<file path="src/vcf_pkg.sv">
// Constants and carrier types for the voice codec playback feed.
// Assumes a single 40 MHz system clock; all bus and port pins are asynchronous.
package vcf_pkg;

    // System clock and documented pin rates
    localparam int unsigned CLOCK_HZ        = 40_000_000;
    localparam int unsigned ENABLE_CLOCK_HZ = 1_000_000;
    localparam int unsigned CODEC_CLOCK_HZ  = 16_000;
    // Shortest high phase of the enable clock, in system clocks (rounded down, at least 1)
    localparam int unsigned ENABLE_HIGH_CYC =
        (CLOCK_HZ / (2 * ENABLE_CLOCK_HZ)) > 0 ? CLOCK_HZ / (2 * ENABLE_CLOCK_HZ) : 1;
    // System clocks per codec bit
    localparam int unsigned CODEC_BIT_CYC   = CLOCK_HZ / CODEC_CLOCK_HZ;

    // Address decode
    localparam logic [19:0] ADAPTER_ADDR    = 20'he8060;
    localparam logic [2:0]  TOP_GROUP       = 3'h7;
    localparam logic [1:0]  E8000_BITS      = 2'h1;
    localparam logic [2:0]  DECODER_OUT_SEL = 3'h3;

    // Synchroniser depth
    localparam int unsigned SYNC_STAGES     = 3;

    // Control register (register_select low, write)
    localparam int unsigned CTRL_TX_EN_BIT  = 0;
    localparam int unsigned CTRL_IRQ_EN_BIT = 1;
    localparam int unsigned CTRL_CLR_OVR    = 2;
    localparam logic [1:0]  CTRL_RESET      = 2'h0;

    // Status register (register_select low, read)
    localparam int unsigned STAT_ROOM_BIT   = 0;
    localparam int unsigned STAT_EMPTY_BIT  = 1;
    localparam int unsigned STAT_BUSY_BIT   = 2;
    localparam int unsigned STAT_OVR_BIT    = 3;
    localparam int unsigned STAT_TXEN_BIT   = 4;
    localparam int unsigned STAT_IRQEN_BIT  = 5;

    // Shifter
    localparam logic [3:0]  SHIFT_BITS      = 4'h8;
    localparam logic [3:0]  SHIFT_IDLE      = 4'h0;
    localparam logic [7:0]  BYTE_RESET      = 8'h00;

    // Bus and port pins as one carrier
    typedef struct packed {
        logic [19:0] addr;
        logic        io_mem;
        logic        ale;
        logic        phase2;
        logic        enable_clock;
        logic        wr_n;
        logic        rd_n;
        logic        register_select;
        logic [7:0]  data;
        logic        port_b_bit_seven;
        logic        port_b_control_two;
    } vcf_pins_s;

    localparam int unsigned PIN_W = $bits(vcf_pins_s);

endpackage

</file>
<file path="src/vcf_playback.sv">
// Playback feed: address decode, serial adapter, byte FIFO, codec drive, volume switch.
// Assumes every bus and interface-adapter pin is asynchronous to clock.
// Summary of operation
// - register_select low picks status/control, high picks data.
// - Write latches only while chip select and write low, enable clock high.
// - Adapter selected at I/O address E8060.
// - Second decoder active only with gate high and both low enables low.
// - First low enable from E8000 decode: A15 high, A16 low.
// - Second low enable asserted while A8 low.
// - Adapter chip select comes from decoder output three.
// - Adapter cleared whenever its reset input is low.
// - Adapter raises service requests on an interrupt output.
// - Data-terminal-ready asserted while adapter holds data to send.
// - Inverted data-terminal-ready drives encode/decode select high for decoding.
// - Bits shift into codec serial input in step with codec clock.
// - Codec clock from port B bit seven, inverted, feeds shift clocks.
// - Codec clock runs at 16 kHz; the host model drives it at 5 MHz (100 ns half period).
// - Volume line drives audio switch true and bias switch inverted.
// - First decoder enabled only for I/O cycles with A19..A17 high.
// - Gate from two flops: ALE trailing edge, then next phase-2 clock.
`timescale 1ns/1ps

module vcf_fifo #(
    parameter int unsigned WIDTH = 8,
    parameter int unsigned DEPTH = 16
) (
    // Clock and reset
    input  wire logic             clock,
    input  wire logic             nrst,
    // Filling side
    input  wire logic             in_valid,
    output logic                  in_ready,
    input  wire logic [WIDTH-1:0] in_data,
    // Draining side
    output logic                  out_valid,
    input  wire logic             out_ready,
    output logic [WIDTH-1:0]      out_data
);
    localparam int unsigned AW = $clog2(DEPTH);

    logic [WIDTH-1:0] mem [DEPTH];
    logic [AW-1:0]    wr_q;
    logic [AW-1:0]    rd_q;
    logic [AW:0]      count_q;
    logic             push;
    logic             pop;

    assign in_ready  = count_q != (AW+1)'(DEPTH);
    assign out_valid = count_q != '0;
    assign out_data  = mem[rd_q];
    assign push      = in_valid && in_ready;
    assign pop       = out_valid && out_ready;

    always_ff @(posedge clock) begin
        if (push) begin
            mem[wr_q] <= in_data;
        end
    end

    always_ff @(posedge clock) begin
        if (!nrst) begin
            wr_q    <= '0;
            rd_q    <= '0;
            count_q <= '0;
        end else begin
            if (push) begin
                wr_q <= (wr_q == AW'(DEPTH - 1)) ? '0 : wr_q + 1'b1;
            end
            if (pop) begin
                rd_q <= (rd_q == AW'(DEPTH - 1)) ? '0 : rd_q + 1'b1;
            end
            count_q <= count_q + (AW+1)'(push) - (AW+1)'(pop);
        end
    end
endmodule // vcf_fifo

module vcf_playback import vcf_pkg::*; #(
    parameter int unsigned FIFO_DEPTH = 16
) (
    // Clock and reset
    input  wire logic        clock,
    input  wire logic        nrst,
    // Processor bus
    input  wire logic [19:0] addr,
    input  wire logic        io_mem,
    input  wire logic        ale,
    input  wire logic        phase2,
    input  wire logic        enable_clock,
    input  wire logic        wr_n,
    input  wire logic        rd_n,
    input  wire logic        register_select,
    input  wire logic [7:0]  data_in,
    output logic [7:0]       data_out,
    output logic             data_oe,
    // Decode observation
    output logic             io_decode_gate,
    output logic             codec_port_select_n,
    // Interface adapter lines
    input  wire logic        port_b_bit_seven,
    input  wire logic        port_b_control_two,
    output logic             adapter_irq_n,
    // Codec side
    output logic             receive_shift_clock,
    output logic             transmit_shift_clock,
    output logic             codec_serial_input,
    output logic             data_terminal_ready_n,
    output logic             encode_decode_select,
    // Volume switch
    output logic             audio_pass_en,
    output logic             bias_pass_en
);
    vcf_pins_s        raw;
    vcf_pins_s        pin;
    logic [PIN_W-1:0] s1_q;
    logic [PIN_W-1:0] s2_q;
    logic [PIN_W-1:0] s3_q;
    logic [PIN_W-1:0] flt_q;

    assign raw = '{addr: addr, io_mem: io_mem, ale: ale, phase2: phase2,
                   enable_clock: enable_clock, wr_n: wr_n, rd_n: rd_n,
                   register_select: register_select, data: data_in,
                   port_b_bit_seven: port_b_bit_seven,
                   port_b_control_two: port_b_control_two};
    assign pin = vcf_pins_s'(flt_q);

    // Three-stage input filter, one per pin
    for (genvar i = 0; i < PIN_W; i++) begin : g_sync
        always_ff @(posedge clock) begin
            if (!nrst) begin
                s1_q[i]  <= 1'b0;
                s2_q[i]  <= 1'b0;
                s3_q[i]  <= 1'b0;
                flt_q[i] <= 1'b0;
            end else begin
                s1_q[i] <= raw[i];
                s2_q[i] <= s1_q[i];
                s3_q[i] <= s2_q[i];
                if (s2_q[i] == s3_q[i]) begin
                    flt_q[i] <= s3_q[i];
                end
            end
        end
    end

    // Previous filtered levels for edge finding
    logic ale_prev_q;
    logic ph2_prev_q;
    logic cclk_prev_q;
    logic wstb_prev_q;
    logic rstb_prev_q;

    // First-level decode
    logic first_en;
    logic e8000_n;
    assign first_en = !pin.io_mem && (pin.addr[19:17] == TOP_GROUP);
    assign e8000_n  = !(first_en && (pin.addr[16:15] == E8000_BITS));

    // Two-stage decode gate
    logic ale_fall;
    logic ph2_rise;
    logic gate1_q;
    assign ale_fall = ale_prev_q && !pin.ale;
    assign ph2_rise = !ph2_prev_q && pin.phase2;

    always_ff @(posedge clock) begin
        if (!nrst) begin
            gate1_q        <= 1'b0;
            io_decode_gate <= 1'b0;
        end else if (!ale_prev_q && pin.ale) begin
            gate1_q        <= 1'b0;
            io_decode_gate <= 1'b0;
        end else begin
            if (ale_fall && !e8000_n) begin
                gate1_q <= 1'b1;
            end
            if (ph2_rise && gate1_q) begin
                io_decode_gate <= 1'b1;
            end
        end
    end

    // Second-level decoder
    logic enable_low_a;
    logic enable_low_b;
    logic dec_active;
    logic cs_d;
    assign enable_low_a = e8000_n;
    assign enable_low_b = pin.addr[8];
    assign dec_active   = io_decode_gate && !enable_low_a && !enable_low_b;
    assign cs_d         = dec_active && (pin.addr[7:5] == DECODER_OUT_SEL);

    always_ff @(posedge clock) begin
        if (!nrst) begin
            codec_port_select_n <= 1'b1;
        end else begin
            codec_port_select_n <= !cs_d;
        end
    end

    // Bus strobes, one event per enable-clock high phase
    logic wstb;
    logic rstb;
    logic wr_evt;
    logic rd_evt;
    assign wstb   = !codec_port_select_n && !pin.wr_n && pin.enable_clock;
    assign rstb   = !codec_port_select_n && !pin.rd_n && pin.enable_clock;
    assign wr_evt = wstb && !wstb_prev_q;
    assign rd_evt = rstb && !rstb_prev_q;

    always_ff @(posedge clock) begin
        if (!nrst) begin
            ale_prev_q  <= 1'b0;
            ph2_prev_q  <= 1'b0;
            cclk_prev_q <= 1'b0;
            wstb_prev_q <= 1'b0;
            rstb_prev_q <= 1'b0;
        end else begin
            ale_prev_q  <= pin.ale;
            ph2_prev_q  <= pin.phase2;
            cclk_prev_q <= pin.port_b_bit_seven;
            wstb_prev_q <= wstb;
            rstb_prev_q <= rstb;
        end
    end

    // Control register and overrun flag
    logic [1:0] ctrl_q;
    logic       overrun_q;
    logic       fifo_in_ready;
    logic       fifo_out_valid;
    logic [7:0] fifo_out_data;
    logic       data_wr;
    logic       ctrl_wr;
    assign data_wr = wr_evt && pin.register_select;
    assign ctrl_wr = wr_evt && !pin.register_select;

    always_ff @(posedge clock) begin
        if (!nrst) begin
            ctrl_q <= CTRL_RESET;
        end else if (ctrl_wr) begin
            ctrl_q <= pin.data[1:0];
        end
    end

    // Set wins over clear
    always_ff @(posedge clock) begin
        if (!nrst) begin
            overrun_q <= 1'b0;
        end else if (data_wr && !fifo_in_ready) begin
            overrun_q <= 1'b1;
        end else if (ctrl_wr && pin.data[CTRL_CLR_OVR]) begin
            overrun_q <= 1'b0;
        end
    end

    // Codec clock: inverted port B bit seven
    logic cclk_inv_rise;
    logic shift_busy;
    logic fifo_pop;
    logic [3:0] bits_q;
    logic [7:0] shreg_q;
    assign cclk_inv_rise = cclk_prev_q && !pin.port_b_bit_seven;
    assign shift_busy    = bits_q != SHIFT_IDLE;
    assign fifo_pop      = cclk_inv_rise && !shift_busy && ctrl_q[CTRL_TX_EN_BIT];

    vcf_fifo #(
        .WIDTH (8),
        .DEPTH (FIFO_DEPTH)
    ) u_fifo (
        .clock     (clock),
        .nrst      (nrst),
        .in_valid  (data_wr),
        .in_ready  (fifo_in_ready),
        .in_data   (pin.data),
        .out_valid (fifo_out_valid),
        .out_ready (fifo_pop),
        .out_data  (fifo_out_data)
    );

    always_ff @(posedge clock) begin
        if (!nrst) begin
            receive_shift_clock  <= 1'b1;
            transmit_shift_clock <= 1'b1;
        end else begin
            receive_shift_clock  <= !pin.port_b_bit_seven;
            transmit_shift_clock <= !pin.port_b_bit_seven;
        end
    end

    // Serialiser, LSB first, one bit per codec clock
    always_ff @(posedge clock) begin
        if (!nrst) begin
            bits_q             <= SHIFT_IDLE;
            shreg_q            <= BYTE_RESET;
            codec_serial_input <= 1'b0;
        end else if (cclk_inv_rise) begin
            if (shift_busy) begin
                codec_serial_input <= shreg_q[0];
                shreg_q            <= {1'b0, shreg_q[7:1]};
                bits_q             <= bits_q - 4'h1;
            end else if (fifo_out_valid && fifo_pop) begin
                codec_serial_input <= fifo_out_data[0];
                shreg_q            <= {1'b0, fifo_out_data[7:1]};
                bits_q             <= SHIFT_BITS - 4'h1;
            end
        end
    end

    // Data-terminal-ready and codec mode
    logic holds_data;
    assign holds_data = shift_busy || fifo_out_valid;

    always_ff @(posedge clock) begin
        if (!nrst) begin
            data_terminal_ready_n <= 1'b1;
            encode_decode_select  <= 1'b0;
        end else begin
            data_terminal_ready_n <= !holds_data;
            encode_decode_select  <= holds_data;
        end
    end

    // Status and service request
    logic [7:0] status;
    always_comb begin
        status                 = 8'h00;
        status[STAT_ROOM_BIT]  = fifo_in_ready;
        status[STAT_EMPTY_BIT] = !fifo_out_valid;
        status[STAT_BUSY_BIT]  = shift_busy;
        status[STAT_OVR_BIT]   = overrun_q;
        status[STAT_TXEN_BIT]  = ctrl_q[CTRL_TX_EN_BIT];
        status[STAT_IRQEN_BIT] = ctrl_q[CTRL_IRQ_EN_BIT];
    end

    always_ff @(posedge clock) begin
        if (!nrst) begin
            adapter_irq_n <= 1'b1;
        end else begin
            adapter_irq_n <= !(ctrl_q[CTRL_IRQ_EN_BIT] && (fifo_in_ready || overrun_q));
        end
    end

    // Read drive
    always_ff @(posedge clock) begin
        if (!nrst) begin
            data_out <= BYTE_RESET;
            data_oe  <= 1'b0;
        end else begin
            data_oe <= rstb;
            if (rd_evt) begin
                data_out <= pin.register_select ? BYTE_RESET : status;
            end
        end
    end

    // Volume switch halves
    always_ff @(posedge clock) begin
        if (!nrst) begin
            audio_pass_en <= 1'b0;
            bias_pass_en  <= 1'b1;
        end else begin
            audio_pass_en <= pin.port_b_control_two;
            bias_pass_en  <= !pin.port_b_control_two;
        end
    end
endmodule // vcf_playback

</file>
<file path="config.mk">
export PLATFORM = sky130hd
export DESIGN_NAME = vcf_playback
export DESIGN_NICKNAME = d
export VERILOG_FILES = /design/src/vcf_pkg.sv /design/src/vcf_playback.sv
export SDC_FILE = /design/constraint.sdc
export NUM_CORES = 1
export LEC_CHECK = 0
export BUFFER_PORTS_ARGS = -buffer_cell sky130_fd_sc_hd__buf_4
export CORE_ASPECT_RATIO = 1.75
export CORE_MARGIN = 8
export CORE_UTILIZATION = 50
export DETAILED_ROUTE_END_ITERATION = 12
export GPL_TIMING_DRIVEN = 1
export MAX_ROUTING_LAYER = met4
export PLACE_DENSITY = 0.75
export SLEW_MARGIN = 15
export SYNTH_ARGS = -nofsm -noshare
export SYNTH_HDL_FRONTEND = slang
export SYNTH_SLANG_ARGS = --single-unit
</file>
<file path="constraint.sdc">
create_clock -name clock -period 2.36 [get_ports clock]
set_input_delay 0.236 -clock clock [delete_from_list [all_inputs] [get_ports clock]]
set_output_delay 0.236 -clock clock [all_outputs]
set_load 0.01 [all_outputs]
</file>
* Word-level counts from Yosys, hierarchy flattened
Memory sizes are Yosys's and may differ from the RTL's. A register that Yosys moved wholly into a read port is not among the register bits.
Cells that the tools add are included.
** Storage, ports and cells
- Bits in registers :: 155
- Memory bits (writable) :: 128
- Input bits :: 39
- Output and inout bits :: 19
- Word-level logic and storage cells :: 234
- Memories kept :: 1
** Operators by class
- $add $sub $neg :: 5
- Eq/ne operators :: 32
- Mux-type cells :: 15
- Bitwise operators :: 1
- Reductions and logical operators :: 53
** Memory list
- u_fifo.mem :: words 16, bits a word 8, rd ports 1, clocked after Yosys merged registers in 1, wr ports 1, line vcf_playback.sv:41 : logic [WIDTH-1:0] mem [DEPTH];
** Operators with widths (count)
- 1-bit == test :: 26
- 1-bit logical AND :: 26
- 4-bit two-way mux :: 6
- 1-bit zero test :: 19
- 8-bit two-way mux :: 2
- 4-bit by 1-bit adder with 4-bit output (second input constant) :: 2
- 4-bit == test (second input constant) :: 2
- 1-bit two-way mux :: 6
- 6-bit two-way mux :: 1
- 5-bit by 1-bit adder with 5-bit output :: 1
- 5-bit inequality test (second input constant) :: 1
- 5-bit nonzero test :: 1
- 5-bit by 1-bit subtractor with 5-bit output :: 1
- 2-bit nonzero test :: 2
- 4-bit nonzero test :: 1
- 4-bit by 1-bit subtractor with 4-bit output (second input constant) :: 1
- 3-bit by 2-bit == test with 1-bit output (second input constant) :: 1
- 3-bit == test (second input constant) :: 1
- 2-bit by 1-bit == test with 1-bit output (second input constant) :: 1
- 1-bit logical OR :: 2
- 2-bit AND reduction :: 1
- 2-bit OR reduction :: 1
- 1-bit NOT :: 1

* Longest topological paths before layout
- Word-level depth :: 8
- Depth in mapped cells :: 13
- Mapped depth without buffers :: 12

* Modules after synthesis
A second synthesis with hierarchy kept.
** Unflattened totals
- Cell total of the unflattened synthesis :: 746
- Area total of the unflattened synthesis :: 10293.6 um2
** By module, submodules not included
- vcf_fifo :: instances 1, cells each 303, area an instance 5848.1 um2, seq. area each 4184.0 um2
- vcf_playback :: instances 1, cells each 443, area an instance 4445.5 um2, seq. area each 2782.7 um2

* Worst setup path after synthesis
No wires, ideal clock.
- Path kind :: register -> register
- Start :: register u_fifo.count_q[3]
- End :: register u_fifo.count_q[4]
- Setup time :: 0.128 ns
- Arrival time :: 2.416 ns
- Required time :: 2.232 ns
- Slack :: -0.184 ns
- Cell stages (with the launch flop) :: 13
- Buffers on the path :: 0
- Period minus slack after synthesis :: 2.544 ns
- Cell sequence :: dfxtp_1 > inv_1 > ha_1 > or4b_4 > nand3_2 > or2_2 > nand2_1 > ha_1 > fa_1 > a21oi_1 > o21bai_1 > xnor2_1 > nor2_1
** Between the ends
- Word-level cells in the longest chain between the ends :: 4
- Elaborated cells on any way between the ends :: 6
- Those cells by class :: add/sub: 2; eq/ne: 1; reduce/logical: 3
** RTL lines
- from (decl) :: line vcf_playback.sv:44 : logic [AW:0] count_q;
- from (signal assigned) :: line vcf_playback.sv:72 : count_q <= count_q + (AW+1)'(push) - (AW+1)'(pop);
- 5-bit inequality test :: line vcf_playback.sv:48 : assign in_ready = count_q != (AW+1)'(DEPTH);
- 1-bit logical AND :: line vcf_playback.sv:51 : assign push = in_valid && in_ready;
- 5-bit by 1-bit adder with 5-bit output :: line vcf_playback.sv:72
- 5-bit by 1-bit subtractor with 5-bit output * :: line vcf_playback.sv:72
Every way passes the cells marked *; elsewhere a longest branch is shown, timed or not.
A chain may end at the register's enable or synchronous reset.

* Final worst setup path
Same ends and word-level chain as after synthesis.

==> run summary <==
WL/cell = 17.8 um
Cell Area, Placed = 11100 sq um
Ys flop type = dfxtp_1
1st-iter DRT viols = 239
Final setup viols = 1
CTS max path bufs = 3
Number of synthesized flops with an enable pin = 128
Synth warn = 0
CP arrival = 2.82 ns
P_sw = 1.72 mW
Die Height = 206 um
H-tree depth = 1
Drt pass-1 iters = 5
Clock-pin slew on the worst setup and hold paths = 0.06 ns
Pint = 7.39 mW
Worst relative slew slack = 0.502
Distinct cells, synth = 57
Crit-path max FO = 2
Cell row count = 69
GR Util All Layers = 0.157
GR Util met3 = 0.0209
Area delta synth->final = 18.3%
Clk_lat worst skew = 0.50 ns
Initial antenna violation count = 0
# DRC = 0
Total area of sequential cells = 6970 sq um
Pwr Density = 750 nW/um^2
Buffers on Ports = 44
Post-Syn Area = 10300 sq um
RSZ-0062 raised after global routing = true
VDD IR max = 0.000839 V
GR peak layer = met2
Final Skew = 0.00932 ns
Switching Fraction = 0.189
Via count = 6069
Initial Util = 0.509
Met2 GRT Util = 0.315
DRT Wirelength = 20.0 mm
Setup TNS = -0.0618 ns
Power share of the sequential group = 0.568
Final nets = 907
Clk pwr share = 0.416
Core area = 20200 sq um
Total power = 9.11 mW
Leak = 4.36 nW
Post-DRT Antenna Nets = 0
Root Buffer Master = clkbuf_16
Slew @ Worst Pin = 0.745 ns
Crit path time final = 2.42 ns
Post-route cell area = 12200 sq um
CP Launch Type = flip-flop
Maximum clock rate = 413 MHz
Status = finished, violations left
CTS buffer count = 23
Clk sinks = 284
Die ar. = 25600 sq um
GPL Wtd Cong = 0.853
Syn_area_per_cell = 13.6 sq um
I/O Pins = 58
Worst Hold Class = in -> reg
Asr flop ratio synth = 0
Worst setup path category = reg -> reg
Seq/Total Area, Yosys = 0.678
Worst hold slack = 0.130 ns
Max Slew Vio Count = 0
Vias in the first global route = 6276
Largest net degree at the start of global routing = 53
First-pass GRT wire length = 31.6 mm
Met1 GRT Util = 0.147
Logic pwr share = 0.017
TritonCTS clock tree = done
Worst Setup Slack, final = -0.0618 ns
Diode count = 0
Placed cell count = 1049
Die width = 124 um
Critical Path Sink Type = flip-flop
Multi-input logic area = 3080 sq um
Final Hold Fails = 0
Worst Path Required = 2.76 ns
Share of cells above drive strength 1 = 0.197
Post-DR vias/cell = 5.42
Failing checks = setup timing
Final worst path period share = 1.03
Grt total ovfl = 0
Post-DP HPWL = 13.3 mm
Max-cap violations = 0
Layout fillers = 1510
Post-synthesis register bit count = 284
Mapped Cells = 754
Final cell count without fillers = 1119
[path summary, 6_finish.rpt]
check                                        from                 to  slack (ns)  depth (start not counted)
worst max-delay path            u_fifo.count_q[3]  u_fifo.count_q[4]       -0.06                         12
worst min-delay path                         nrst       bias_pass_en        0.13                          2
worst max register to register  u_fifo.count_q[3]  u_fifo.count_q[4]       -0.06                         12
worst min register to register           flt_q[0]       bias_pass_en        0.42                          1
[kinds of logic after synthesis]
kind of cell,count (synthesis),share of synthesized area
xor gates and xnor gates,6,0.00512
adders and majority gates,13,0.0166
muxes,45,0.0756
and+or+nand+nor,213,0.113
other,1,0.000365
DFF,284,0.678
AOI/OAI and AO/OA,136,0.0825
buffers and inverters,56,0.0287
[layout by cell type (no fill, tap or decap), types with 18 or more instances in the layout]
cell type        n
clkbuf_16       25
nor2_1          33
dlygate4sd3_1   26
o21ai_0         36
and2_1          85
edfxtp_1       128
buf_4           85
nand2_1         48
a21oi_1         50
dfxtp_1        153
mux4_2          22
mux2i_1         18
[metal layers]
| layer | vias to the layer above | wire, um |
|---|---|---|
| li1 | 2918 | - |
| met1 | 2996 | 7180 |
| met2 | 118 | 11600 |
| met3 | 37 | 645 |
| met4 | 0 | 550 |
| met5 | - | 0 |
[synthesized netlist by cell type, drive strengths merged (7+ instances only)]
cell type | number | area (sq um)
nand2 | 50 | 188
clkbuf | 18 | 67.6
dfxtp | 156 | 3120
o21ai | 36 | 180
mux4 | 25 | 574
a22o | 7 | 61.3
a22oi | 15 | 126
mux2i | 18 | 180
ha | 12 | 150
nand3 | 8 | 45.0
and2 | 85 | 532
a311oi | 7 | 61.3
edfxtp | 128 | 3840
buf | 22 | 168
nor2 | 33 | 124
inv | 16 | 60.1
a21oi | 52 | 260
[through the flow]
stage / utilization / setup slack (ns)
final: 0.602 / -0.0618
after global routing: 0.602 / -0.199
after CTS: 0.598 / -0.0416
after detailed placement: 0.547 / -0.0493
after global placement: 0.547 / 0.0435
after floorplan: - / -0.0142
[worst max-delay path, stage by stage (launching register included)]
cell	delay, ns
dfxtp_2	0.33
inv_2	0.08
ha_4	0.13
or4b_4	0.48
nand3_4	0.10
or2_4	0.13
nand2_4	0.05
ha_4	0.16
fa_2	0.40
a21oi_2	0.14
o21bai_1	0.10
xnor2_1	0.15
nor2_1	0.06
[area by class of cell]
cell class | count | share of cell area
timing repair buffer | 115 | 0.0798
clock inverter | 6 | 0.00412
tap | 248 | 0.0255
multi-input combinational | 415 | 0.253
clock buffer | 35 | 0.0588
inverter | 16 | 0.00494
sequential | 284 | 0.574
[registers in the layout (all words and copies together) (netlist names), 2 cells and up, named ones only]
| name | flops |
|---|---|
| s1_q | 26 |
| shreg_q | 7 |
| bits_q | 4 |
| s2_q | 26 |
| s3_q | 26 |
| ctrl_q | 2 |
| u_fifo.wr_q | 4 |
| u_fifo.rd_q | 4 |
| u_fifo.mem | 128 |
| u_fifo.count_q | 5 |
| data_out | 6 |
| flt_q | 25 |
[power by group through the flow]
stage | combinational [mW] | clock, mW | sequential, mW
after floorplan | 0.0671 | 0 | 5.27
after global placement | 0.112 | 0 | 5.28
after detailed placement | 0.116 | 0 | 5.28
after CTS | 0.151 | 3.87 | 5.17
after global routing | 0.167 | 4.05 | 5.18
final | 0.151 | 3.79 | 5.17
[what timing repair did]
action	CTS	global route
setup endpoints to repair	2	5
pin swaps	0	8
setup buffers	0	3
hold endpoints to repair	26	0
gates resized for setup	1	12
hold buffers	26	0
Note: power is estimated with default switching activity, not from simulation.
